<file path="src/idec_map.svh">
// Notes on behaviour
// - byte ops: opcode bits 13..8, destination bit 7, file address bits 6..0.
// - destination 0 writes the work register, 1 writes the file register; OP_CLRW raises neither wr_work_o nor wr_file_o.
// - bit ops: opcode bits 13..10, bit number 9..7, file address 6..0.
// - literal ops: opcode bits 13..8, 8-bit immediate bits 7..0.
// - call_far 10 0, jump_absolute 10 1, 11-bit target bits 10..0.
// - load_page_latch 11 0001 1, 7-bit immediate for pc_high_latch.
// - load_bank_select opcode bits 13..5, 5-bit immediate for bank_select.
// - branch_relative 11 001, 9-bit offset, two cycles.
// - add_pointer_offset 11 0001 0, pointer bit 6, 6-bit immediate.
// - pointer increment: opcode 13..3, pointer bit 2, ptr_update_mode 1..0.
// - add/sub with and without carry decode and update carry, digit carry, zero.
// - shifts update carry and zero; rotates update only carry.
// - and, or, xor with file update only zero.
// - skip-on-zero forms touch no flag, two cycles when skipping.
// - bit clear, set, test-clear, test-set by bits 13..10; tests two cycles on skip.
// - add_literal updates C, DC, Z; and_literal Z; or_literal; one cycle.
// - ret_sub, ret_interrupt, call_by_w, branch_by_w take two cycles.
// - clear_watchdog and standby touch timeout/powerdown flags; zero word is no-op.
// - option load, port-direction load with 3-bit select, software reset.
// - indexed indirect prefix 11 1111: bit 7 picks load or store, bit 6 pointer.
// - program counter change or true test takes two cycles, second a no-op.
// - indirect_file access with pointer msb set adds one cycle.
// - one instruction cycle spans four clock cycles.
`ifndef IDEC_MAP_SVH
`define IDEC_MAP_SVH
// ****************************************
// field positions
// ****************************************
`define IDEC_OP6_HI      13
`define IDEC_OP6_LO      8
`define IDEC_DEST_BIT    7
`define IDEC_BITN_HI     9
`define IDEC_BITN_LO     7
`define IDEC_PTR_OFS_BIT 6
`define IDEC_PTR_INC_BIT 2
`define IDEC_INDF0_ADDR  7'h00
`define IDEC_INDF1_ADDR  7'h01
// ****************************************
// flag mask bit positions
// ****************************************
`define IDEC_FL_C        0
`define IDEC_FL_DC       1
`define IDEC_FL_Z        2
`define IDEC_FL_PD       3
`define IDEC_FL_TO       4
// ****************************************
// timing and register map
// ****************************************
`define IDEC_CLK_PER_ICYC 3'h4
`define IDEC_REG_CTRL    4'h0
`define IDEC_REG_WORD    4'h1
`define IDEC_REG_STAT    4'h2
`define IDEC_REG_LAST    4'h3
`define IDEC_CTRL_RST    1'h0
`define IDEC_WORD_RST    14'h0000
`endif

</file>
<file path="src/idec_pkg.sv">
package idec_pkg;
    typedef enum logic [1:0] {IDEC_Q1 = 2'b00, IDEC_Q2 = 2'b01, IDEC_Q3 = 2'b11, IDEC_Q4 = 2'b10} idec_phase_t;
    typedef enum logic [5:0] {
        OP_NOP, OP_ADD_W_TO_FILE, OP_ADD_W_FILE_CARRY, OP_AND_W_FILE, OP_ASR, OP_LSL, OP_LSR, OP_CLRF, OP_CLRW,
        OP_COMF, OP_DECF, OP_INCF, OP_OR_W_FILE, OP_MOVF, OP_MOVWF, OP_RLC, OP_RRC, OP_SUB_W_FROM_FILE,
        OP_SUB_W_FILE_BORROW, OP_SWAPF, OP_XOR_W_FILE, OP_DECSZ, OP_INCSZ, OP_BCLR, OP_BSET, OP_BTSC, OP_BTSS,
        OP_ADDLIT, OP_ANDLIT, OP_ORLIT, OP_LDBANK, OP_LDPAGE, OP_MOVLW, OP_SUBLW, OP_XORLW,
        OP_BRAREL, OP_BRW, OP_CALL, OP_CALL_BY_W, OP_JUMP, OP_RETFI, OP_RETLW, OP_RETSUB,
        OP_CLEAR_WATCHDOG, OP_OPTION, OP_SWRST, OP_STANDBY, OP_PORTDIR, OP_ADDPTR,
        OP_LDIND_INC, OP_STIND_INC, OP_LDIND_IDX, OP_STIND_IDX, OP_ILLEGAL
    } idec_op_t;
endpackage : idec_pkg

</file>
<file path="src/idec_decoder.sv">
// Local design decisions: the Avalon-MM register port and the address map.
`timescale 1ns/10ps
`default_nettype none
`include "idec_map.svh"
module idec_decoder
    import idec_pkg::*;
(
    input  wire logic        clk_i,
    input  wire logic        rstn_i,
    input  wire logic        ce_i,
    input  wire logic [3:0]  avs_address_i,
    input  wire logic        avs_read_i,
    input  wire logic        avs_write_i,
    input  wire logic [31:0] avs_writedata_i,
    output logic [31:0]      avs_readdata_o,
    output logic             avs_waitrequest_o,
    input  wire logic [13:0] instr_i,
    input  wire logic        cond_true_i,
    input  wire logic [1:0]  fsr_msb_i,
    output idec_op_t         op_o,
    output logic [5:0]       opcode_o,
    output logic             wr_work_o,
    output logic             wr_file_o,
    output logic [6:0]       file_addr_o,
    output logic [2:0]       bit_pos_o,
    output logic [7:0]       lit8_o,
    output logic [10:0]      lit11_o,
    output logic [8:0]       lit9_o,
    output logic [6:0]       lit7_o,
    output logic [5:0]       lit6_o,
    output logic [4:0]       lit5_o,
    output logic             fsr_sel_o,
    output logic [1:0]       ptr_mode_o,
    output logic [4:0]       flag_mask_o,
    output logic [1:0]       cycles_o,
    output idec_phase_t      phase_o,
    output logic             icyc_start_o
);
    // ****************************************
    // bus registers
    // ****************************************
    logic        src_reg;
    logic [13:0] word_reg;
    logic        wait_reg;
    logic [31:0] rdata_reg;
    logic [13:0] last_reg;
    logic        bus_req;
    logic [13:0] w;

    assign bus_req = avs_read_i | avs_write_i;
    assign w       = src_reg ? word_reg : instr_i;

    always_ff @(posedge clk_i or negedge rstn_i) begin
        if (!rstn_i) begin
            wait_reg <= 1'b1;
        end else if (ce_i) begin
            wait_reg <= !(bus_req && wait_reg);
        end
    end

    always_ff @(posedge clk_i or negedge rstn_i) begin
        if (!rstn_i) begin
            src_reg  <= `IDEC_CTRL_RST;
            word_reg <= `IDEC_WORD_RST;
        end else if (ce_i && avs_write_i && !wait_reg) begin
            if (avs_address_i == `IDEC_REG_CTRL) begin
                src_reg <= avs_writedata_i[0];
            end
            if (avs_address_i == `IDEC_REG_WORD) begin
                word_reg <= avs_writedata_i[13:0];
            end
        end
    end

    always_ff @(posedge clk_i or negedge rstn_i) begin
        if (!rstn_i) begin
            rdata_reg <= 32'h0000_0000;
        end else if (ce_i && avs_read_i && wait_reg) begin
            unique case (avs_address_i)
                `IDEC_REG_CTRL: rdata_reg <= {31'h0000_0000, src_reg};
                `IDEC_REG_WORD: rdata_reg <= {18'h0_0000, word_reg};
                `IDEC_REG_STAT: rdata_reg <= {12'h000, phase_o, cycles_o, 3'h0, flag_mask_o, 2'h0, op_o};
                `IDEC_REG_LAST: rdata_reg <= {18'h0_0000, last_reg};
                default:        rdata_reg <= 32'h0000_0000;
            endcase
        end
    end

    assign avs_readdata_o    = rdata_reg;
    assign avs_waitrequest_o = wait_reg;

    // ****************************************
    // instruction cycle phase
    // ****************************************
    idec_phase_t phase_reg;
    idec_phase_t phase_next;

    always_comb begin
        unique case (phase_reg)
            IDEC_Q1: phase_next = IDEC_Q2;
            IDEC_Q2: phase_next = IDEC_Q3;
            IDEC_Q3: phase_next = IDEC_Q4;
            IDEC_Q4: phase_next = IDEC_Q1;
        endcase
    end

    always_ff @(posedge clk_i or negedge rstn_i) begin
        if (!rstn_i) begin
            phase_reg <= IDEC_Q1;
        end else if (ce_i) begin
            phase_reg <= phase_next;
        end
    end

    // ****************************************
    // combinational decode
    // ****************************************
    idec_op_t    op_next;
    logic [4:0]  fl_next;
    logic [1:0]  base_next;
    logic        cond_op;
    logic        file_op;
    logic        ind_op;
    logic        ind_ptr;

    always_comb begin
        op_next   = OP_ILLEGAL;
        fl_next   = 5'h00;
        base_next = 2'h1;
        cond_op   = 1'b0;
        file_op   = 1'b0;
        ind_op    = 1'b0;
        ind_ptr   = w[`IDEC_PTR_INC_BIT];
        unique case (w[13:12])
            2'b00: begin
                file_op = 1'b1;
                unique case (w[11:8])
                    4'h7: begin op_next = OP_ADD_W_TO_FILE; fl_next = 5'h07; end
                    4'h2: begin op_next = OP_SUB_W_FROM_FILE; fl_next = 5'h07; end
                    4'h5: begin op_next = OP_AND_W_FILE; fl_next = 5'h04; end
                    4'h4: begin op_next = OP_OR_W_FILE; fl_next = 5'h04; end
                    4'h6: begin op_next = OP_XOR_W_FILE; fl_next = 5'h04; end
                    4'hD: begin op_next = OP_RLC;   fl_next = 5'h01; end
                    4'hC: begin op_next = OP_RRC;   fl_next = 5'h01; end
                    4'h9: begin op_next = OP_COMF;  fl_next = 5'h04; end
                    4'h3: begin op_next = OP_DECF;  fl_next = 5'h04; end
                    4'hA: begin op_next = OP_INCF;  fl_next = 5'h04; end
                    4'h8: begin op_next = OP_MOVF;  fl_next = 5'h04; end
                    4'hE: op_next = OP_SWAPF;
                    4'hB: begin op_next = OP_DECSZ; cond_op = 1'b1; end
                    4'hF: begin op_next = OP_INCSZ; cond_op = 1'b1; end
                    4'h1: begin
                        op_next = w[`IDEC_DEST_BIT] ? OP_CLRF : OP_CLRW;
                        fl_next = 5'h04;
                        file_op = w[`IDEC_DEST_BIT];
                    end
                    4'h0: begin
                        file_op = w[`IDEC_DEST_BIT];
                        if (w[7]) begin
                            op_next = OP_MOVWF;
                        end else if (w[6:5] == 2'b01) begin
                            op_next = OP_LDBANK;
                        end else if (w[6:4] == 3'b001) begin
                            op_next = w[3] ? OP_STIND_INC : OP_LDIND_INC;
                            fl_next = w[3] ? 5'h00 : 5'h04;
                            ind_op  = 1'b1;
                        end else begin
                            unique case (w[7:0])
                                8'h00: op_next = OP_NOP;
                                8'h01: op_next = OP_SWRST;
                                8'h08: begin op_next = OP_RETSUB; base_next = 2'h2; end
                                8'h09: begin op_next = OP_RETFI;  base_next = 2'h2; end
                                8'h0A: begin op_next = OP_CALL_BY_W;  base_next = 2'h2; end
                                8'h0B: begin op_next = OP_BRW;    base_next = 2'h2; end
                                8'h62: op_next = OP_OPTION;
                                8'h63: begin op_next = OP_STANDBY; fl_next = 5'h18; end
                                8'h64: begin op_next = OP_CLEAR_WATCHDOG;  fl_next = 5'h18; end
                                8'h60, 8'h61, 8'h65, 8'h66, 8'h67: op_next = OP_PORTDIR;
                                default: op_next = OP_ILLEGAL;
                            endcase
                        end
                    end
                endcase
            end
            2'b01: begin
                file_op = 1'b1;
                unique case (w[11:10])
                    2'b00: op_next = OP_BCLR;
                    2'b01: op_next = OP_BSET;
                    2'b10: begin op_next = OP_BTSC; cond_op = 1'b1; end
                    2'b11: begin op_next = OP_BTSS; cond_op = 1'b1; end
                endcase
            end
            2'b10: begin
                op_next   = w[11] ? OP_JUMP : OP_CALL;
                base_next = 2'h2;
            end
            2'b11: begin
                unique case (w[11:8])
                    4'h0: op_next = OP_MOVLW;
                    4'h1: op_next = w[7] ? OP_LDPAGE : OP_ADDPTR;
                    4'h2, 4'h3: begin op_next = OP_BRAREL; base_next = 2'h2; end
                    4'h4: begin op_next = OP_RETLW; base_next = 2'h2; end
                    4'h5: begin op_next = OP_LSL; fl_next = 5'h05; file_op = 1'b1; end
                    4'h6: begin op_next = OP_LSR; fl_next = 5'h05; file_op = 1'b1; end
                    4'h7: begin op_next = OP_ASR; fl_next = 5'h05; file_op = 1'b1; end
                    4'h8: op_next = OP_ORLIT;
                    4'h9: begin op_next = OP_ANDLIT; fl_next = 5'h04; end
                    4'hA: begin op_next = OP_XORLW; fl_next = 5'h04; end
                    4'hB: begin op_next = OP_SUB_W_FILE_BORROW; fl_next = 5'h07; file_op = 1'b1; end
                    4'hC: begin op_next = OP_SUBLW; fl_next = 5'h07; end
                    4'hD: begin op_next = OP_ADD_W_FILE_CARRY; fl_next = 5'h07; file_op = 1'b1; end
                    4'hE: begin op_next = OP_ADDLIT; fl_next = 5'h07; end
                    4'hF: begin
                        op_next = w[7] ? OP_STIND_IDX : OP_LDIND_IDX;
                        fl_next = w[7] ? 5'h00 : 5'h04;
                        ind_op  = 1'b1;
                        ind_ptr = w[`IDEC_PTR_OFS_BIT];
                    end
                endcase
            end
        endcase
    end

    // ****************************************
    // cycle count
    // ****************************************
    logic       ind_hit;
    logic [1:0] cyc_next;

    always_comb begin
        ind_hit = 1'b0;
        if (ind_op) begin
            ind_hit = fsr_msb_i[ind_ptr];
        end else if (file_op && (w[6:0] == `IDEC_INDF0_ADDR || w[6:0] == `IDEC_INDF1_ADDR)) begin
            ind_hit = fsr_msb_i[w[0]];
        end
        cyc_next = base_next;
        if (cond_op && cond_true_i) begin
            cyc_next = 2'h2;
        end
        cyc_next = cyc_next + {1'b0, ind_hit};
    end

    // ****************************************
    // output registers
    // ****************************************
    always_ff @(posedge clk_i or negedge rstn_i) begin
        if (!rstn_i) begin
            op_o        <= OP_NOP;
            flag_mask_o <= 5'h00;
            cycles_o    <= 2'h1;
            last_reg    <= `IDEC_WORD_RST;
        end else if (ce_i) begin
            op_o        <= op_next;
            flag_mask_o <= fl_next;
            cycles_o    <= cyc_next;
            last_reg    <= w;
        end
    end

    always_ff @(posedge clk_i or negedge rstn_i) begin
        if (!rstn_i) begin
            opcode_o    <= 6'h00;
            wr_work_o   <= 1'b0;
            wr_file_o   <= 1'b0;
            file_addr_o <= 7'h00;
            bit_pos_o   <= 3'h0;
            lit8_o      <= 8'h00;
            lit11_o     <= 11'h000;
            lit9_o      <= 9'h000;
            lit7_o      <= 7'h00;
            lit6_o      <= 6'h00;
            lit5_o      <= 5'h00;
            fsr_sel_o   <= 1'b0;
            ptr_mode_o  <= 2'h0;
        end else if (ce_i) begin
            opcode_o    <= w[`IDEC_OP6_HI:`IDEC_OP6_LO];
            wr_work_o   <= file_op && !w[`IDEC_DEST_BIT] && w[13:12] != 2'b01;
            wr_file_o   <= file_op && w[`IDEC_DEST_BIT] && w[13:12] != 2'b01;
            file_addr_o <= w[6:0];
            bit_pos_o   <= w[`IDEC_BITN_HI:`IDEC_BITN_LO];
            lit8_o      <= w[7:0];
            lit11_o     <= w[10:0];
            lit9_o      <= w[8:0];
            lit7_o      <= w[6:0];
            lit6_o      <= w[5:0];
            lit5_o      <= w[4:0];
            fsr_sel_o   <= ind_op ? ind_ptr : w[`IDEC_PTR_OFS_BIT];
            ptr_mode_o  <= w[1:0];
        end
    end

    always_ff @(posedge clk_i or negedge rstn_i) begin
        if (!rstn_i) begin
            phase_o      <= IDEC_Q1;
            icyc_start_o <= 1'b0;
        end else if (ce_i) begin
            phase_o      <= phase_next;
            icyc_start_o <= (phase_next == IDEC_Q1);
        end
    end
endmodule : idec_decoder
`default_nettype wire

</file>
<file path="config.mk">
export PLATFORM = sky130hd
export DESIGN_NAME = idec_decoder
export DESIGN_NICKNAME = d
export VERILOG_FILES = /design/src/idec_pkg.sv /design/src/idec_decoder.sv
export VERILOG_INCLUDE_DIRS = /design/src /design/src/src
export SDC_FILE = /design/constraint.sdc
export NUM_CORES = 1
export LEC_CHECK = 0
export ABC_AREA = 1
export BUFFER_PORTS_ARGS = -buffer_cell sky130_fd_sc_hd__buf_2
export CAP_MARGIN = 20
export CORE_ASPECT_RATIO = 0.7
export CORE_UTILIZATION = 54
export CTS_BUF_LIST = sky130_fd_sc_hd__clkbuf_16
export CTS_CLUSTER_SIZE = 30
export DETAILED_ROUTE_END_ITERATION = 8
export GPL_TIMING_DRIVEN = 0
export PLACE_DENSITY = 0.95
export SETUP_SLACK_MARGIN = 0.2
export SLEW_MARGIN = 20
export SYNTH_ARGS = -nofsm -noshare
export SYNTH_HDL_FRONTEND = slang
export SYNTH_SLANG_ARGS = --single-unit
</file>
<file path="constraint.sdc">
create_clock -name clk_i -period 4.8 [get_ports clk_i]
set_input_delay 0.48 -clock clk_i [delete_from_list [all_inputs] [get_ports clk_i]]
set_output_delay 0.48 -clock clk_i [all_outputs]
set_load 0.05 [all_outputs]
</file>
Word level (Yosys, flattened, before mapping)
Index checks and enable logic that the tools add are counted.
- add/sub/neg operators: 1
- $mul: 0
- div/mod/pow operators: 0
- order comparisons: 2
- eq/ne operators: 44
- shifts and indexed selects: 0
- mux-type cells: 54
- bitwise gates (word level): 1
- reductions and logical operators: 40
- operators with widths (kind ; count):
    $pmux W6 S16 ; 1
    $pmux W6 S15 ; 1
    $pmux W20 S4 ; 1
    $eq A8 B7 Y1 const B ; 8
    $pmux W6 S10 ; 1
    $pmux W6 S4 ; 2
    $eq A4 B4 Y1 const B ; 8
    $eq A8 B4 Y1 const B ; 4
    $mux W6 ; 4
    $mux W5 ; 4
    $pmux W5 S4 ; 1
    $mux W1 ; 18
    $mux W2 ; 9
    $eq A4 B2 Y1 const B ; 4
    $eq A4 B3 Y1 const B ; 4
    $reduce_or A2 Y1 ; 8
    $mux W14 ; 1
    $eq A2 B2 Y1 const B ; 6
    $pmux W3 S4 ; 1
    $logic_and A1 B1 Y1 ; 11
    $pmux W5 S2 ; 1
    $reduce_or A5 Y1 ; 2
    $mux W3 ; 3
    $eq A2 B1 Y1 const B ; 4
    23 further kinds ; 35
- flip-flop bits (word level): 138
- latch bits: 0
- memory bits (writable): 0
- memory bits (read-only): 0
- input bits: 58
- output and inout bits: 116
- word-level logic and storage cells: 164
- memories: 0

Logic depth before layout (Yosys ltp)
Gate-level depths: netlist of run 1.
- depth after elaboration: 11
- mapped depth: 17
- gate-level depth less buffers: 16

Worst setup path before layout of run 1
No wires, ideal clock.
- path type: register to register
- start point: reg src_reg
- end point: reg cycles_o[1]
- setup time: 0.130 ns
- data arrival time: 2.530 ns
- required time: 4.670 ns
- setup slack: 2.139 ns
- cell stages (with the launch flop): 16
- buffers on the path: 1
- clock period less this slack: 2.661 ns
- cells stage by stage: dfrtp_1 -> buf_2 -> o21ai_0 -> ha_1 -> inv_1 -> nor2_2 -> nand2_1 -> nor2_1 -> nand3_1 -> o21ai_1 -> inv_2 -> nand4_1 -> o22ai_1 -> ha_1 -> xnor2_1 -> o21ai_1
- word-level cells in the longest chain between the ends: 11
- elaborated cells between the ends (all ways): 64
- classes of those cells: add/sub: 1; eq/ne: 22; mux: 29; reduce/logical: 12
- ends and longest elaborated chain (what ; line ; source):
    start: declaration ; idec_decoder.sv:42 ; logic src_reg;
    start signal: assignment ; idec_decoder.sv:63 ; src_reg <= `IDEC_CTRL_RST;
    start signal: assignment ; idec_decoder.sv:67 ; src_reg <= avs_writedata_i[0];
    $mux W14 * ; idec_decoder.sv:51 ; assign w = src_reg ? word_reg : instr_i;
    $eq A8 B4 Y1 ; idec_decoder.sv:168 ; unique case (w[7:0])
    $reduce_or A4 Y1 (no line) ; -- ;
    $mux W2 ; idec_decoder.sv:168 ;
    $mux W2 ; idec_decoder.sv:163 ; end else if (w[6:4] == 3'b001) begin
    $mux W2 ; idec_decoder.sv:161 ; end else if (w[6:5] == 2'b01) begin
    $mux W2 ; idec_decoder.sv:159 ; if (w[7]) begin
    $mux W2 ; idec_decoder.sv:137 ; unique case (w[11:8])
    $pmux W2 S3 ; idec_decoder.sv:134 ; unique case (w[13:12])
    $mux W2 ; idec_decoder.sv:239 ; if (cond_op && cond_true_i) begin
    $add A2 B1 Y2 * ; idec_decoder.sv:242 ; cyc_next = cyc_next + {1'b0, ind_hit};
    end signal: assignment ; idec_decoder.sv:257 ; cycles_o <= cyc_next;
    end: declaration ; idec_decoder.sv:35 ; output logic [1:0] cycles_o,
Every way passes the cells marked *; elsewhere a longest branch is shown, timed or not. The select of a mux whose other input is x is not followed.
A chain may end at the register's enable or synchronous reset.

Worst setup path after layout of run 1
Ends and elaborated chain as after synthesis.

==> out/results.md, run 1 <==
| Quantity | Reported | Unit |
| --- | --- | --- |
| Outcome | finished, violations left | - |
| Failing checks | DRC | - |
| Highest clock rate | 0.273 | GHz |
| Antenna diode instance count | 0 | - |
| Number of nets in the final layout | 906 | - |
| Delay contributed by the slowest stage of the critical path | 0.65 | ns |
| GR Util All Layers | 36.0 | % |
| Cell area after placement | 5480 | um^2 |
| Initial Util | 57.2 | % |
| Post-Synthesis Cell Area | 4600 | um^2 |
| Nature of the critical path startpoint | flop | - |
| Core region area | 8040 | um^2 |
| First-pass GRT wire length | 24200 | um |
| Cell area power density | 410 | nW/um^2 |
| Critical Path Sink Type | flop | - |
| Remaining design rule violation count | 15 | - |
| Die extent in x | 112 | um |
| ANT nets after route | 0 | - |
| R2r setup slk | 1.13 | ns |
| Summed negative setup slack over all endpoints | 0 | ns |
| Met1 routed wirelength after detailed routing | 6030 | um |
| Crit-path cells | buf_2 -> o21ai_0 -> ha_1 -> inv_1 -> nor2_2 -> nand2_1 -> nor2_1 -> nand3_1 -> o21ai_1 -> inv_2 -> o22ai_1 -> ha_1 -> xnor2_1 -> o21ai_1 | - |
| Max Clock Skew | 0.0114 | ns |
| Routed length on met2 | 6710 | um |
| Clock-pin slew on the worst setup and hold paths | 0.06 | ns |
| Final critical path time including I/O delays and setup | 3.67 | ns |
| Initial antenna violation count | 0 | - |
| H-tree level count | 3 | - |
| Wire length per cell after detailed routing | 17.0 | um |
| Buffer levels on the longest clock path | 2 | - |
| Syn avg cell area | 6.84 | um^2 |
| Critical path required time | 5.00 | ns |
| Detailed-route vias per instance | 5.71 | - |
| Initial DRC count | 763 | - |
| Number of standard cells after synthesis | 672 | - |
| Count of pins over their slew limit | 0 | - |
| Cell at the root of the clock tree | sky130_fd_sc_hd__clkbuf_16 | - |
| Port Buf Inserts | 141 | - |
| Vias in the first global route | 4688 | - |
| Number of vias after detailed routing | 5383 | - |
| Period utilisation layout | 76.4 | % |
| Detailed Route WL | 16000 | um |
| CP arrival | 3.87 | ns |
| CP max stage cell | sky130_fd_sc_hd__o21ai_0 | - |
| Drt pass-1 iters | 9 | - |
| Inserted Clock Buffers | 9 | - |
| Clock tree from TritonCTS | built | - |
| Flip-flop and latch count after synthesis | 66 | - |
| Buffering stage count on the worst path with inverters included | 3 | - |
| Total of endpoints with negative setup slack in the final report | 0 | - |
| CTS sink count | 66 | - |
| Kind of cell adding the most delay to the critical path | compound AO/OA/AOI/OAI gates | - |
| Worst Setup Path Type | reg -> reg | - |
| Routed length on met3 | 2620 | um |
| Hold bufs inserted after CTS | 0 | - |
| Area of the die | 8890 | um^2 |
| Highest metal layer used by the detailed router | met4 | - |
| Rows | 27 | - |
| Library cells used by synthesis | 35 | - |
| Number of warnings reported in the yosys synthesis log | 0 | - |
| Area growth from synthesis to layout | 25.3 | % |
| # Max-Cap Violations | 0 | - |
| Pin count of the biggest net entering global routing | 67 | - |
| Dpl hpwl | 11700 | um |
| Leakage power | 0.00328 | uW |
| Critical Path Fanout Max | 10 | - |
| Worst max-slew margin expressed relative to the limit | 31.2 | % |
| Tightest Pin Transition | 1.02 | ns |
| Routability congestion estimate from global placement | 0.995 | - |
| Grt total ovfl | 0 | - |
| Final design area excluding fillers | 5760 | um^2 |
| Number of failing hold endpoints at the final stage | 0 | - |
| Max reg flops | 18 | - |
| Highest ir drop seen on vdd | 0.290 | mV |
| Resize count post-CTS | 0 | - |
| Unrepaired setup endpoints after global routing | no | - |
| Die outline height | 79.2 | um |
| Hold Path Class | in -> async | - |
| Buffers inserted during post-CTS setup optimization | 0 | - |
| Share of the yosys chip area belonging to registers | 36.0 | % |
| Clock latency at the later pin of the worst-skew pair | 0.34 | ns |
| IO Pins | 174 | - |
| Fraction of final layout cells sized beyond drive strength 1 | 28.3 | % |
through the flow:
| stage | util, % | worst slack [ns] | instances | power (uW) | hold slack [ns] |
|---|---|---|---|---|---|
| finish | 71.6 | 1.13 | 943 | 2360 | 0.228 |
| global route | 71.6 | 0.953 | 943 | 2440 | 0.300 |
| CTS | 71.6 | 1.28 | 943 | 2330 | 0.262 |
| detailed placement | 68.2 | 1.37 | 927 | 1710 | 0.465 |
| global placement | 68.1 | 1.42 | 927 | 1700 | 0.459 |
| floorplan | - | 2.14 | 685 | 1460 | 0.184 |
synthesized netlist by cell type:
| library cell | count | area (um^2) |
|---|---|---|
| sky130_fd_sc_hd__nand2_1 | 207 | 777 |
| sky130_fd_sc_hd__buf_4 | 66 | 495 |
| sky130_fd_sc_hd__inv_1 | 66 | 248 |
| sky130_fd_sc_hd__dfrtp_1 | 64 | 1600 |
| sky130_fd_sc_hd__nor2_1 | 57 | 214 |
| sky130_fd_sc_hd__o21ai_0 | 57 | 285 |
| sky130_fd_sc_hd__a21oi_1 | 35 | 175 |
| sky130_fd_sc_hd__nand3_1 | 20 | 100 |
| sky130_fd_sc_hd__clkbuf_1 | 13 | 48.8 |
| sky130_fd_sc_hd__ha_1 | 11 | 138 |
| sky130_fd_sc_hd__nand4_1 | 10 | 62.6 |
| sky130_fd_sc_hd__nor3_1 | 10 | 50.1 |
| sky130_fd_sc_hd__o21ai_1 | 9 | 45.0 |
| sky130_fd_sc_hd__o31ai_1 | 6 | 45.0 |
| sky130_fd_sc_hd__o211ai_1 | 5 | 37.5 |
| sky130_fd_sc_hd__inv_2 | 4 | 15.0 |
| sky130_fd_sc_hd__o22ai_1 | 4 | 25.0 |
| sky130_fd_sc_hd__a221oi_1 | 3 | 26.3 |
| sky130_fd_sc_hd__buf_1 | 3 | 11.3 |
| sky130_fd_sc_hd__nor2_2 | 3 | 18.8 |
| sky130_fd_sc_hd__a22o_1 | 2 | 17.5 |
| sky130_fd_sc_hd__buf_2 | 2 | 10.0 |
| sky130_fd_sc_hd__dfstp_2 | 2 | 52.6 |
| sky130_fd_sc_hd__nor4_1 | 2 | 12.5 |
| sky130_fd_sc_hd__a211oi_1 | 1 | 7.51 |
| sky130_fd_sc_hd__a22oi_1 | 1 | 7.51 |
| sky130_fd_sc_hd__a31oi_1 | 1 | 6.26 |
| sky130_fd_sc_hd__clkinv_1 | 1 | 3.75 |
| sky130_fd_sc_hd__conb_1 | 1 | 3.75 |
| sky130_fd_sc_hd__mux2_2 | 1 | 11.3 |
| sky130_fd_sc_hd__nand2_2 | 1 | 6.26 |
| sky130_fd_sc_hd__nor3b_1 | 1 | 7.51 |
| sky130_fd_sc_hd__o21ai_4 | 1 | 16.3 |
| sky130_fd_sc_hd__or2_2 | 1 | 6.26 |
| sky130_fd_sc_hd__xnor2_1 | 1 | 8.76 |
worst reg2reg max path, stage by stage, from the launching register on:
cell                      delay [ns]
sky130_fd_sc_hd__dfrtp_1        0.47
sky130_fd_sc_hd__buf_2          0.23
sky130_fd_sc_hd__o21ai_0        0.66
sky130_fd_sc_hd__ha_1           0.35
sky130_fd_sc_hd__inv_1          0.11
sky130_fd_sc_hd__nor2_2         0.24
sky130_fd_sc_hd__nand2_1        0.15
sky130_fd_sc_hd__nor2_1         0.17
sky130_fd_sc_hd__nand3_1        0.10
sky130_fd_sc_hd__o21ai_1        0.16
sky130_fd_sc_hd__inv_2          0.07
sky130_fd_sc_hd__o22ai_1        0.35
sky130_fd_sc_hd__ha_1           0.26
sky130_fd_sc_hd__xnor2_1        0.13
sky130_fd_sc_hd__o21ai_1        0.09
layer usage:
layer / vias to the layer above / track usage [%]
li1: 2416 / -
met3: 84 / 11.1
met4: 0 / 13.9
met1: 2373 / 48.0
met2: 510 / 55.0
met5: - / 0
layout make-up:
cell class                 count  area (um^2)
sequential                    66         1650
buffer                        84          566
multi-input combinational    464         2160
timing repair buffer         141          708
tap                          101          126
clock inverter                 7         52.6
inverter                      71          267
clock buffer                   9          225
fill                         621         2280
logic make-up (layout without fill, tap and decap cells):
kind of cell | after synthesis | after routing | synth area share (%)
AND/OR/NAND/NOR | 312 | 312 | 27.3
buffers and inverters | 155 | 312 | 18.1
AO/OA/AOI/OAI | 125 | 125 | 15.1
flip-flops | 66 | 66 | 36.0
adder cells (fa/ha/maj) | 11 | 11 | 2.99
other | 1 | 14 | 0.0816
XOR/XNOR | 1 | 1 | 0.191
multiplexers | 1 | 1 | 0.245
report_power, final:
part           internal, uW  leakage, uW  switching [uW]  total, uW
Sequential              629     0.000806            75.0        704
Clock                   352     0.000124             270        622
Combinational           268      0.00235             767       1040
final timing paths:
| path | cells past startpoint | to | startpoint |
|---|---|---|---|
| max | 14 | cycles_o[1] | src_reg |
| min | 1 | avs_readdata_o[7] | rstn_i |
| max reg2reg | 14 | cycles_o[1] | src_reg |
| min reg2reg | 2 | avs_readdata_o[13] | avs_readdata_o[13] |
| max in group asynchronous | 1 | word_reg[2] | rstn_i |
| min in group clk_i | 2 | word_reg[12] | avs_writedata_i[12] |
layout by cell type, fill, tap and decap left out, types with 10 or more instances in the layout:
cell and instances:
sky130_fd_sc_hd__buf_4 67, sky130_fd_sc_hd__conb_1 14, sky130_fd_sc_hd__ha_1 11, sky130_fd_sc_hd__inv_1 66, sky130_fd_sc_hd__o21ai_0 57, sky130_fd_sc_hd__buf_2 142, sky130_fd_sc_hd__dfrtp_1 64, sky130_fd_sc_hd__nand2_1 207
sky130_fd_sc_hd__nor2_1 57, sky130_fd_sc_hd__nand4_1 10, sky130_fd_sc_hd__a21oi_1 35, sky130_fd_sc_hd__nor3_1 10, sky130_fd_sc_hd__clkbuf_1 13, sky130_fd_sc_hd__nand3_1 20
(Power assumes the default switching activity.)
==> run 2, diff against run 1 <==
- ABC_AREA: 1 -> 0
- CORE_UTILIZATION: 54 -> 51
- PLACE_DENSITY: 0.95 -> 0.9
- clock period: 4.8 -> 3.5 ns (I/O delays scaled with it)
==> run 2 against run 1 <==
The flow now finishes without violations. Clock power rose by 69%. Synthesized area increased by 6.8%. Non-clock buffer count grew 29. Flip-flop and latch count unchanged. Worst setup slack worse by 0.88 ns. Sequential power grew 52%. Combinational power is 140% higher. Count of clock-buffer cells in the layout is the same.
==> out/results.md, run 2 <==
| Quantity | Reported | Unit | vs previous |
| --- | --- | --- | --- |
| Initial antenna violation count | 0 | - | unchanged |
| Unrepaired setup endpoints after global routing | no | - | unchanged |
| # Max-Cap Violations | 0 | - | unchanged |
| IO Pins | 174 | - | unchanged |
| Die extent in x | 119 | um | was 112 um |
| Detailed Route WL | 18000 | um | was 16000 um |
| Detailed-route vias per instance | 5.95 | - | was 5.71 |
| Cell at the root of the clock tree | sky130_fd_sc_hd__clkbuf_16 | - | unchanged |
| Clock-pin slew on the worst setup and hold paths | 0.06 | ns | about the same |
| Clock latency at the later pin of the worst-skew pair | 0.34 | ns | about the same |
| Commonest cells after routing, fill and taps aside | sky130_fd_sc_hd__buf_2, sky130_fd_sc_hd__buf_4, sky130_fd_sc_hd__dfrtp_1 | - | was sky130_fd_sc_hd__nand2_1, sky130_fd_sc_hd__buf_2, sky130_fd_sc_hd__buf_4 |
| ANT nets after route | 0 | - | unchanged |
| Number of fillers in the final layout | 693 | - | was 621 |
| Worst Setup Path Type | reg -> reg | - | unchanged |
| Initial DRC count | 562 | - | was 763 |
| Number of failing hold endpoints at the final stage | 0 | - | unchanged |
| Leading cell type by number of instances after synthesis | sky130_fd_sc_hd__buf_4 | - | was sky130_fd_sc_hd__nand2_1 |
| Post-Synthesis Cell Area | 4910 | um^2 | was 4600 um^2 |
| Area of the die | 10000 | um^2 | was 8890 um^2 |
| Number of standard cells after synthesis | 546 | - | was 672 |
| GR Util All Layers | 36.5 | % | was 36.0% |
| Clock tree from TritonCTS | built | - | unchanged |
| Nature of the critical path startpoint | flop | - | unchanged |
| Rows | 29 | - | was 27 |
| Highest ir drop seen on vdd | 0.640 | mV | was 0.290 mV |
| Leading register cell type out of synthesis | sky130_fd_sc_hd__dfrtp_1 | - | unchanged |
| Fraction of final layout cells sized beyond drive strength 1 | 42.5 | % | was 28.3% |
| Final design utilization | 69.9 | % | was 71.6% |
| Share of the yosys chip area belonging to registers | 33.7 | % | was 36.0% |
| Number of warnings reported in the yosys synthesis log | 0 | - | unchanged |
| Dpl hpwl | 13200 | um | was 11700 um |
| Period utilisation layout | 92.7 | % | was 76.4% |
| Count of pins over their slew limit | 0 | - | unchanged |
| Portion of total power attributed to combinational logic | 54.1 | % | was 43.8% |
| CTS sink count | 66 | - | unchanged |
| Port Buf Inserts | 139 | - | was 141 |
| Number of vias after detailed routing | 5086 | - | was 5383 |
| Hold Path Class | in -> reg | - | was in -> async |
| Wire length per cell after detailed routing | 21.0 | um | was 17.0 um |
| Worst max-slew margin expressed relative to the limit | 50.1 | % | was 31.2% |
| Total of endpoints with negative setup slack in the final report | 0 | - | unchanged |
| Outcome | completed | - | was finished, violations left |
| Vias in the first global route | 4871 | - | was 4688 |
| Flop pwr share | 23.2 | % | was 29.8% |
| Cell area power density | 718 | nW/um^2 | was 410 nW/um^2 |
| Internal power of the cells | 2430 | uW | was 1250 uW |
| R2r setup slk | 0.25 | ns | was 1.13 ns |
| Critical Path Fanout Max | 8 | - | was 10 |
| Leakage power | 0.00324 | uW | was 0.00328 uW |
| Grt total ovfl | 0 | - | unchanged |
| Library cells used by synthesis | 67 | - | was 35 |
| Pin count of the biggest net entering global routing | 49 | - | was 67 |
| EDFF count, synth | 0 | - | unchanged |
| Syn avg cell area | 8.99 | um^2 | was 6.84 um^2 |
| Inserted Clock Buffers | 9 | - | unchanged |
| Most frequent standard cell in the layout excluding fill and tap cells | sky130_fd_sc_hd__buf_2 | - | was sky130_fd_sc_hd__nand2_1 |
| Die outline height | 84.1 | um | was 79.2 um |
| Post-synthesis cell type with the largest combined area | sky130_fd_sc_hd__dfrtp_1 | - | unchanged |
| Routability congestion estimate from global placement | 0.935 | - | was 0.995 |
| Final critical path time including I/O delays and setup | 3.25 | ns | was 3.67 ns |
| Switching Share | 47.5 | % | was 47.1% |
| Initial Util | 53.3 | % | was 57.2% |
| Number of nets in the final layout | 795 | - | was 906 |
| Highest clock rate | 0.308 | GHz | was 0.273 GHz |
| H-tree level count | 3 | - | unchanged |
| Summed negative setup slack over all endpoints | 0 | ns | unchanged |
| Net switching component of the power | 2200 | uW | was 1110 uW |
| Share of synthesized registers carrying an async set or reset | 100 | % | unchanged |
| Max reg flops | 18 | - | unchanged |
| Top post-synthesis cells by count | sky130_fd_sc_hd__buf_4, sky130_fd_sc_hd__dfrtp_1, sky130_fd_sc_hd__nor2_1 | - | was sky130_fd_sc_hd__nand2_1, sky130_fd_sc_hd__buf_4, sky130_fd_sc_hd__inv_1 |
| Antenna diode instance count | 0 | - | unchanged |
| Top cells by area, synth | sky130_fd_sc_hd__dfrtp_1, sky130_fd_sc_hd__buf_4, sky130_fd_sc_hd__mux2_2, sky130_fd_sc_hd__a21oi_1, sky130_fd_sc_hd__mux2i_1 | - | was sky130_fd_sc_hd__dfrtp_1, sky130_fd_sc_hd__nand2_1, sky130_fd_sc_hd__buf_4, sky130_fd_sc_hd__o21ai_0, sky130_fd_sc_hd__inv_1 |
| First-pass GRT wire length | 27400 | um | was 24200 um |
| Critical path required time | 3.73 | ns | was 5.00 ns |
| Tightest Pin Transition | 0.734 | ns | was 1.02 ns |
| Buffer levels on the longest clock path | 2 | - | unchanged |
| Max Clock Skew | 0.00569 | ns | was 0.0114 ns |
| Drt pass-1 iters | 5 | - | was 9 |
| Area growth from synthesis to layout | 31.2 | % | was 25.3% |
| Remaining design rule violation count | 0 | - | was 15 |
| Critical Path Sink Type | flop | - | unchanged |
| Share of the synthesized area in the top cell type | 32.6 | % | was 34.8% |
| Flip-flop and latch count after synthesis | 66 | - | unchanged |
| Clock network power share | 22.7 | % | was 26.3% |
| CP arrival | 3.47 | ns | was 3.87 ns |
| Core region area | 9220 | um^2 | was 8040 um^2 |
## run 2: cell types whose count changed in the layout (fill, tap and decap cells not counted), sizes merged, moves of 20 or more
cell   before  now
o21ai      67   36
mux2        1   33
buf       212  236
mux2i       0   20
nor2       60   40
nand2     208   35
inv        72   15
## run 2: critical path, stage by stage, from the launching register on
cell and delay (ns):
sky130_fd_sc_hd__dfrtp_1 0.35, sky130_fd_sc_hd__buf_6 0.15, sky130_fd_sc_hd__buf_8 0.13, sky130_fd_sc_hd__buf_12 0.13, sky130_fd_sc_hd__buf_12 0.12, sky130_fd_sc_hd__mux2i_4 0.26, sky130_fd_sc_hd__inv_2 0.07, sky130_fd_sc_hd__ha_1 0.20
sky130_fd_sc_hd__buf_6 0.14, sky130_fd_sc_hd__nand3_2 0.09, sky130_fd_sc_hd__mux2i_1 0.24, sky130_fd_sc_hd__mux2_2 0.36, sky130_fd_sc_hd__mux2_4 0.26, sky130_fd_sc_hd__ha_1 0.22, sky130_fd_sc_hd__xnor2_1 0.13, sky130_fd_sc_hd__mux2_2 0.26
## run 2: final timing paths
| kind | from | endpoint | cells past startpoint |
|---|---|---|---|
| max in group asynchronous | rstn_i | avs_waitrequest_o | 3 |
| min in group asynchronous | rstn_i | wr_file_o | 2 |
| hold / removal | avs_writedata_i[11] | word_reg[11] | 2 |
| hold reg to reg | avs_readdata_o[5] | avs_readdata_o[5] | 2 |
| setup reg to reg | src_reg | cycles_o[1] | 15 |
| setup / recovery | src_reg | cycles_o[1] | 15 |
## run 2: per-layer routing
layer	wire length (um)	GRT usage, %	up-vias
li1	-	-	2269
met4	457	14.2	0
met5	0	0	-
met2	7780	53.3	331
met1	7800	51.2	2443
met3	1940	10.1	43
## run 2: area by class of cell
cell class	count	area [um^2]	area share, %
multi-input cells	381	2680	41.5
flip-flops and latches	66	1650	25.7
repair buffers	156	848	13.2
plain buffers	98	714	11.1
clock buffers	9	225	3.49
well taps	124	155	2.41
clock inverters	7	116	1.81
inverters	14	55.1	0.854
## run 2: repair_timing
action / in CTS / in global routing
setup endpoints to repair: 4 / 2
setup buffers: 11 / 4
gates resized for setup: 20 / 16
gates cloned: 0 / 0
pin swaps: 1 / 1
endpoints found under the hold margin: 17 / 0
hold buffers: 1 / 0
## run 2: kinds of logic (layout without fill, tap and decap cells)
logic type / Yosys count / after routing / synth area share (%)
AOI/OAI and AO/OA: 155 / 155 / 21.3
buffers and inverters: 112 / 284 / 14.3
and+or+nand+nor: 144 / 144 / 14.9
other: 1 / 14 / 0.0764
xor gates and xnor gates: 3 / 3 / 0.535
adders and majority gates: 11 / 11 / 2.80
DFF: 66 / 66 / 33.7
muxes: 54 / 54 / 12.4
## run 2: through the flow
step                cells  hold slack [ns]  total power (uW)  setup slack (ns)  instance area, um^2
detailed placement    823            0.243              3370            -0.492                 5860
finish                855            0.239              4630             0.255                 6440
global placement      822            0.461              3340            -0.421                 5830
global route          855            0.242              4790             0.189                 6440
CTS                   851            0.238              4530             0.203                 6390
floorplan             559           0.0544              2780             0.231                 4980
## run 2: power groups by stage
stage / combinational, uW / sequential [uW] / clock [uW]
2_1_floorplan: 1370 / 1400 / 0
3_3_place_gp: 2280 / 1060 / 0
3_5_place_dp: 2300 / 1070 / 0
4_1_cts: 2410 / 1060 / 1050
5_1_grt: 2620 / 1090 / 1090
6_report: 2500 / 1070 / 1050
==> run 3, diff against run 2 <==
==> constraint.sdc (replaced) <==
create_clock -name clk_i -period 3.2 [get_ports clk_i]
set_input_delay 0.16 -clock clk_i [delete_from_list [all_inputs] [get_ports clk_i]]
set_output_delay 0.16 -clock clk_i [all_outputs]
set_load 0.05 [all_outputs]
==> run 3 against run 2 <==
Clock power shrank 8%. Worst setup slack lost 0.18 ns. Flip-flop and latch count is the same. Largest power group unchanged. Wire length grew 3.3%. Non-clock buffer count grew 12. Via count grew 4.7%. Highest routed layer unchanged. First-iteration DRC count grew 0.36%.
==> out/results.md, run 3 (same netlist as run 2, synthesis figures left out) <==
| Quantity | Reported | Unit | vs previous |
| --- | --- | --- | --- |
| Unrepaired setup endpoints after global routing | yes | - | was no |
| Fraction of final layout cells sized beyond drive strength 1 | 45.0 | % | was 42.5% |
| Final design area excluding fillers | 6610 | um^2 | was 6440 um^2 |
| Most frequent standard cell in the layout excluding fill and tap cells | sky130_fd_sc_hd__buf_2 | - | unchanged |
| Dpl hpwl | 13300 | um | was 13200 um |
| Cell at the root of the clock tree | sky130_fd_sc_hd__clkbuf_16 | - | unchanged |
| Antenna diode instance count | 0 | - | unchanged |
| Delay contributed by the slowest stage of the critical path | 0.37 | ns | was 0.36 ns |
| Leakage power | 0.00330 | uW | was 0.00324 uW |
| Port Buf Inserts | 139 | - | unchanged |
| Buffering stage count on the worst path with inverters included | 6 | - | unchanged |
| Number of nets in the final layout | 807 | - | was 795 |
| H-tree level count | 3 | - | unchanged |
| Nature of the critical path startpoint | flop | - | unchanged |
| Area growth from synthesis to layout | 34.6 | % | was 31.2% |
| Area of the die | 10000 | um^2 | unchanged |
| Routed length on met2 | 8200 | um | was 7780 um |
| Vias in the first global route | 5025 | - | was 4871 |
| Outcome | completed | - | unchanged |
| Clock tree from TritonCTS | built | - | unchanged |
| Initial antenna violation count | 0 | - | unchanged |
| Rows | 29 | - | unchanged |
| Highest clock rate | 0.320 | GHz | was 0.308 GHz |
| CP arrival | 3.34 | ns | was 3.47 ns |
| Clock-pin slew on the worst setup and hold paths | 0.05 | ns | was 0.06 ns |
| Commonest cells after routing, fill and taps aside | sky130_fd_sc_hd__buf_2, sky130_fd_sc_hd__buf_4, sky130_fd_sc_hd__dfrtp_1 | - | unchanged |
| Total of endpoints with negative setup slack in the final report | 0 | - | unchanged |
| Initial Util | 53.3 | % | unchanged |
| First-pass GRT wire length | 28100 | um | was 27400 um |
| Detailed-route vias per instance | 6.14 | - | was 5.95 |
| Final critical path time including I/O delays and setup | 3.12 | ns | was 3.25 ns |
| Most frequent cell on the critical path | sky130_fd_sc_hd__mux2_4 | - |  |
| Core region area | 9220 | um^2 | unchanged |
| Routability congestion estimate from global placement | 0.953 | - | was 0.935 |
| Number of vias after detailed routing | 5326 | - | was 5086 |
| Crit-path cells | buf_6 -> buf_8 -> buf_12 -> buf_12 -> mux2i_4 -> inv_2 -> ha_4 -> buf_8 -> nand3_4 -> mux2i_4 -> mux2_4 -> mux2_4 -> ha_4 -> xnor2_2 -> mux2_4 | - | was buf_6 -> buf_8 -> buf_12 -> buf_12 -> mux2i_4 -> inv_2 -> ha_1 -> buf_6 -> nand3_2 -> mux2i_1 -> mux2_2 -> mux2_4 -> ha_1 -> xnor2_1 -> mux2_2 |
| Kind of cell adding the most delay to the critical path | multiplexers | - | unchanged |
| # Max-Cap Violations | 0 | - | unchanged |
| Slack of the critical path | 0.0788 | ns | was 0.255 ns |
| Summed negative setup slack over all endpoints | 0 | ns | unchanged |
| Met1 routed wirelength after detailed routing | 7470 | um | was 7800 um |
| Cell area after placement | 5940 | um^2 | was 5860 um^2 |
| Highest metal layer used by the detailed router | met4 | - | unchanged |
| Number of failing hold endpoints at the final stage | 0 | - | unchanged |
| GR Util All Layers | 36.9 | % | was 36.5% |
| Initial DRC count | 564 | - | was 562 |
| Worst max-slew margin expressed relative to the limit | 48.9 | % | was 50.1% |
| Max Clock Skew | 0.00541 | ns | was 0.00569 ns |
| Buffer levels on the longest clock path | 2 | - | unchanged |
| Period utilisation layout | 97.5 | % | was 92.7% |
| Hold Path Class | in -> reg | - | unchanged |
| Drt pass-1 iters | 6 | - | was 5 |
| Die outline height | 84.1 | um | unchanged |
| Critical path required time | 3.42 | ns | was 3.73 ns |
| Detailed Route WL | 18600 | um | was 18000 um |
| Max reg flops | 18 | - | unchanged |
| Worst Setup Path Type | reg -> reg | - | unchanged |
| Worst hold slack | 0.0516 | ns | was 0.239 ns |
| Tightest Pin Transition | 0.751 | ns | was 0.734 ns |
| Final design utilization | 71.7 | % | was 69.9% |
| Highest ir drop seen on vdd | 0.635 | mV | was 0.640 mV |
| ANT nets after route | 0 | - | unchanged |
| Inserted Clock Buffers | 9 | - | unchanged |
| Setup slack at placement | -0.360 | ns | was -0.492 ns |
| IO Pins | 174 | - | unchanged |
| CP max stage cell | sky130_fd_sc_hd__dfrtp_1 | - | was sky130_fd_sc_hd__mux2_2 |
| Critical Path Sink Type | flop | - | unchanged |
| Clock latency at the later pin of the worst-skew pair | 0.34 | ns | about the same |
| Grt total ovfl | 0 | - | unchanged |
| Critical Path Fanout Max | 4 | - | was 8 |
| Cell area power density | 763 | nW/um^2 | was 718 nW/um^2 |
| Count of pins over their slew limit | 0 | - | unchanged |
| Remaining design rule violation count | 0 | - | unchanged |
| Die extent in x | 119 | um | unchanged |
| CTS sink count | 66 | - | unchanged |
| Wire length per cell after detailed routing | 21.4 | um | was 21.0 um |
| Pin count of the biggest net entering global routing | 42 | - | was 49 |
| Routed length on met3 | 2470 | um | was 1940 um |
==> run 3: cell count changes in the layout (fill, tap and decap cells not counted), moves of 3 or more <==
cell                     delta
sky130_fd_sc_hd__buf_4     +10
sky130_fd_sc_hd__ha_1       -5
sky130_fd_sc_hd__ha_4       +4
sky130_fd_sc_hd__mux2_2     -3
sky130_fd_sc_hd__mux2_4     +3
==> run 3: repair_timing <==
item	CTS	global route
setup buffers	22	5
endpoints found under the hold margin	23	0
gates resized for setup	28	16
hold buffers	1	0
setup endpoints to repair	4	7
pin swaps	4	4
==> run 3: layout make-up <==
type	count	area [um^2]
clock buffer	9	225
inverter	14	55.1
buffer	98	729
multi-input combinational	381	2790
sequential	66	1650
tap	124	155
clock inverter	7	61.3
timing repair buffer	168	938
fill	686	2610
==> run 3: per-layer routing <==
| layer | global-route usage (%) | vias up |
|---|---|---|
| met4 | 10.9 | 0 |
| met5 | 0 | - |
| met3 | 12.0 | 54 |
| li1 | - | 2289 |
| met1 | 50.3 | 2558 |
| met2 | 55.9 | 425 |
==> run 3: path summary, 6_finish.rpt <==
kind                       depth (start not counted)                 from                end  slack, ns
max in group asynchronous                          3               rstn_i        last_reg[7]       2.39
setup reg to reg                                  15              src_reg        cycles_o[1]       0.08
min in group asynchronous                          2               rstn_i          wr_file_o       0.27
setup / recovery                                  15              src_reg        cycles_o[1]       0.08
hold / removal                                     2  avs_writedata_i[13]       word_reg[13]       0.05
hold reg to reg                                    2    avs_readdata_o[5]  avs_readdata_o[5]       0.49
==> run 3: where the power goes <==
group,internal [uW],total [uW],switching (uW)
logic,1010,2910,1900
registers,986,1160,178
clock network,593,967,374
==> run 3: metrics by stage <==
stage	total power, uW	instances
floorplan	3080	559
CTS	4880	862
finish	5040	867
detailed placement	3730	823
global placement	3710	822
global route	5200	867
==> run 3: worst reg2reg max path, cell delays in order, from the launching register on <==
cell	delay [ns]
sky130_fd_sc_hd__dfrtp_1	0.37
sky130_fd_sc_hd__buf_6	0.13
sky130_fd_sc_hd__buf_8	0.12
sky130_fd_sc_hd__buf_12	0.13
sky130_fd_sc_hd__buf_12	0.14
sky130_fd_sc_hd__mux2i_4	0.24
sky130_fd_sc_hd__inv_2	0.09
sky130_fd_sc_hd__ha_4	0.16
sky130_fd_sc_hd__buf_8	0.11
sky130_fd_sc_hd__nand3_4	0.09
sky130_fd_sc_hd__mux2i_4	0.26
sky130_fd_sc_hd__mux2_4	0.32
sky130_fd_sc_hd__mux2_4	0.27
sky130_fd_sc_hd__ha_4	0.16
sky130_fd_sc_hd__xnor2_2	0.13
sky130_fd_sc_hd__mux2_4	0.27
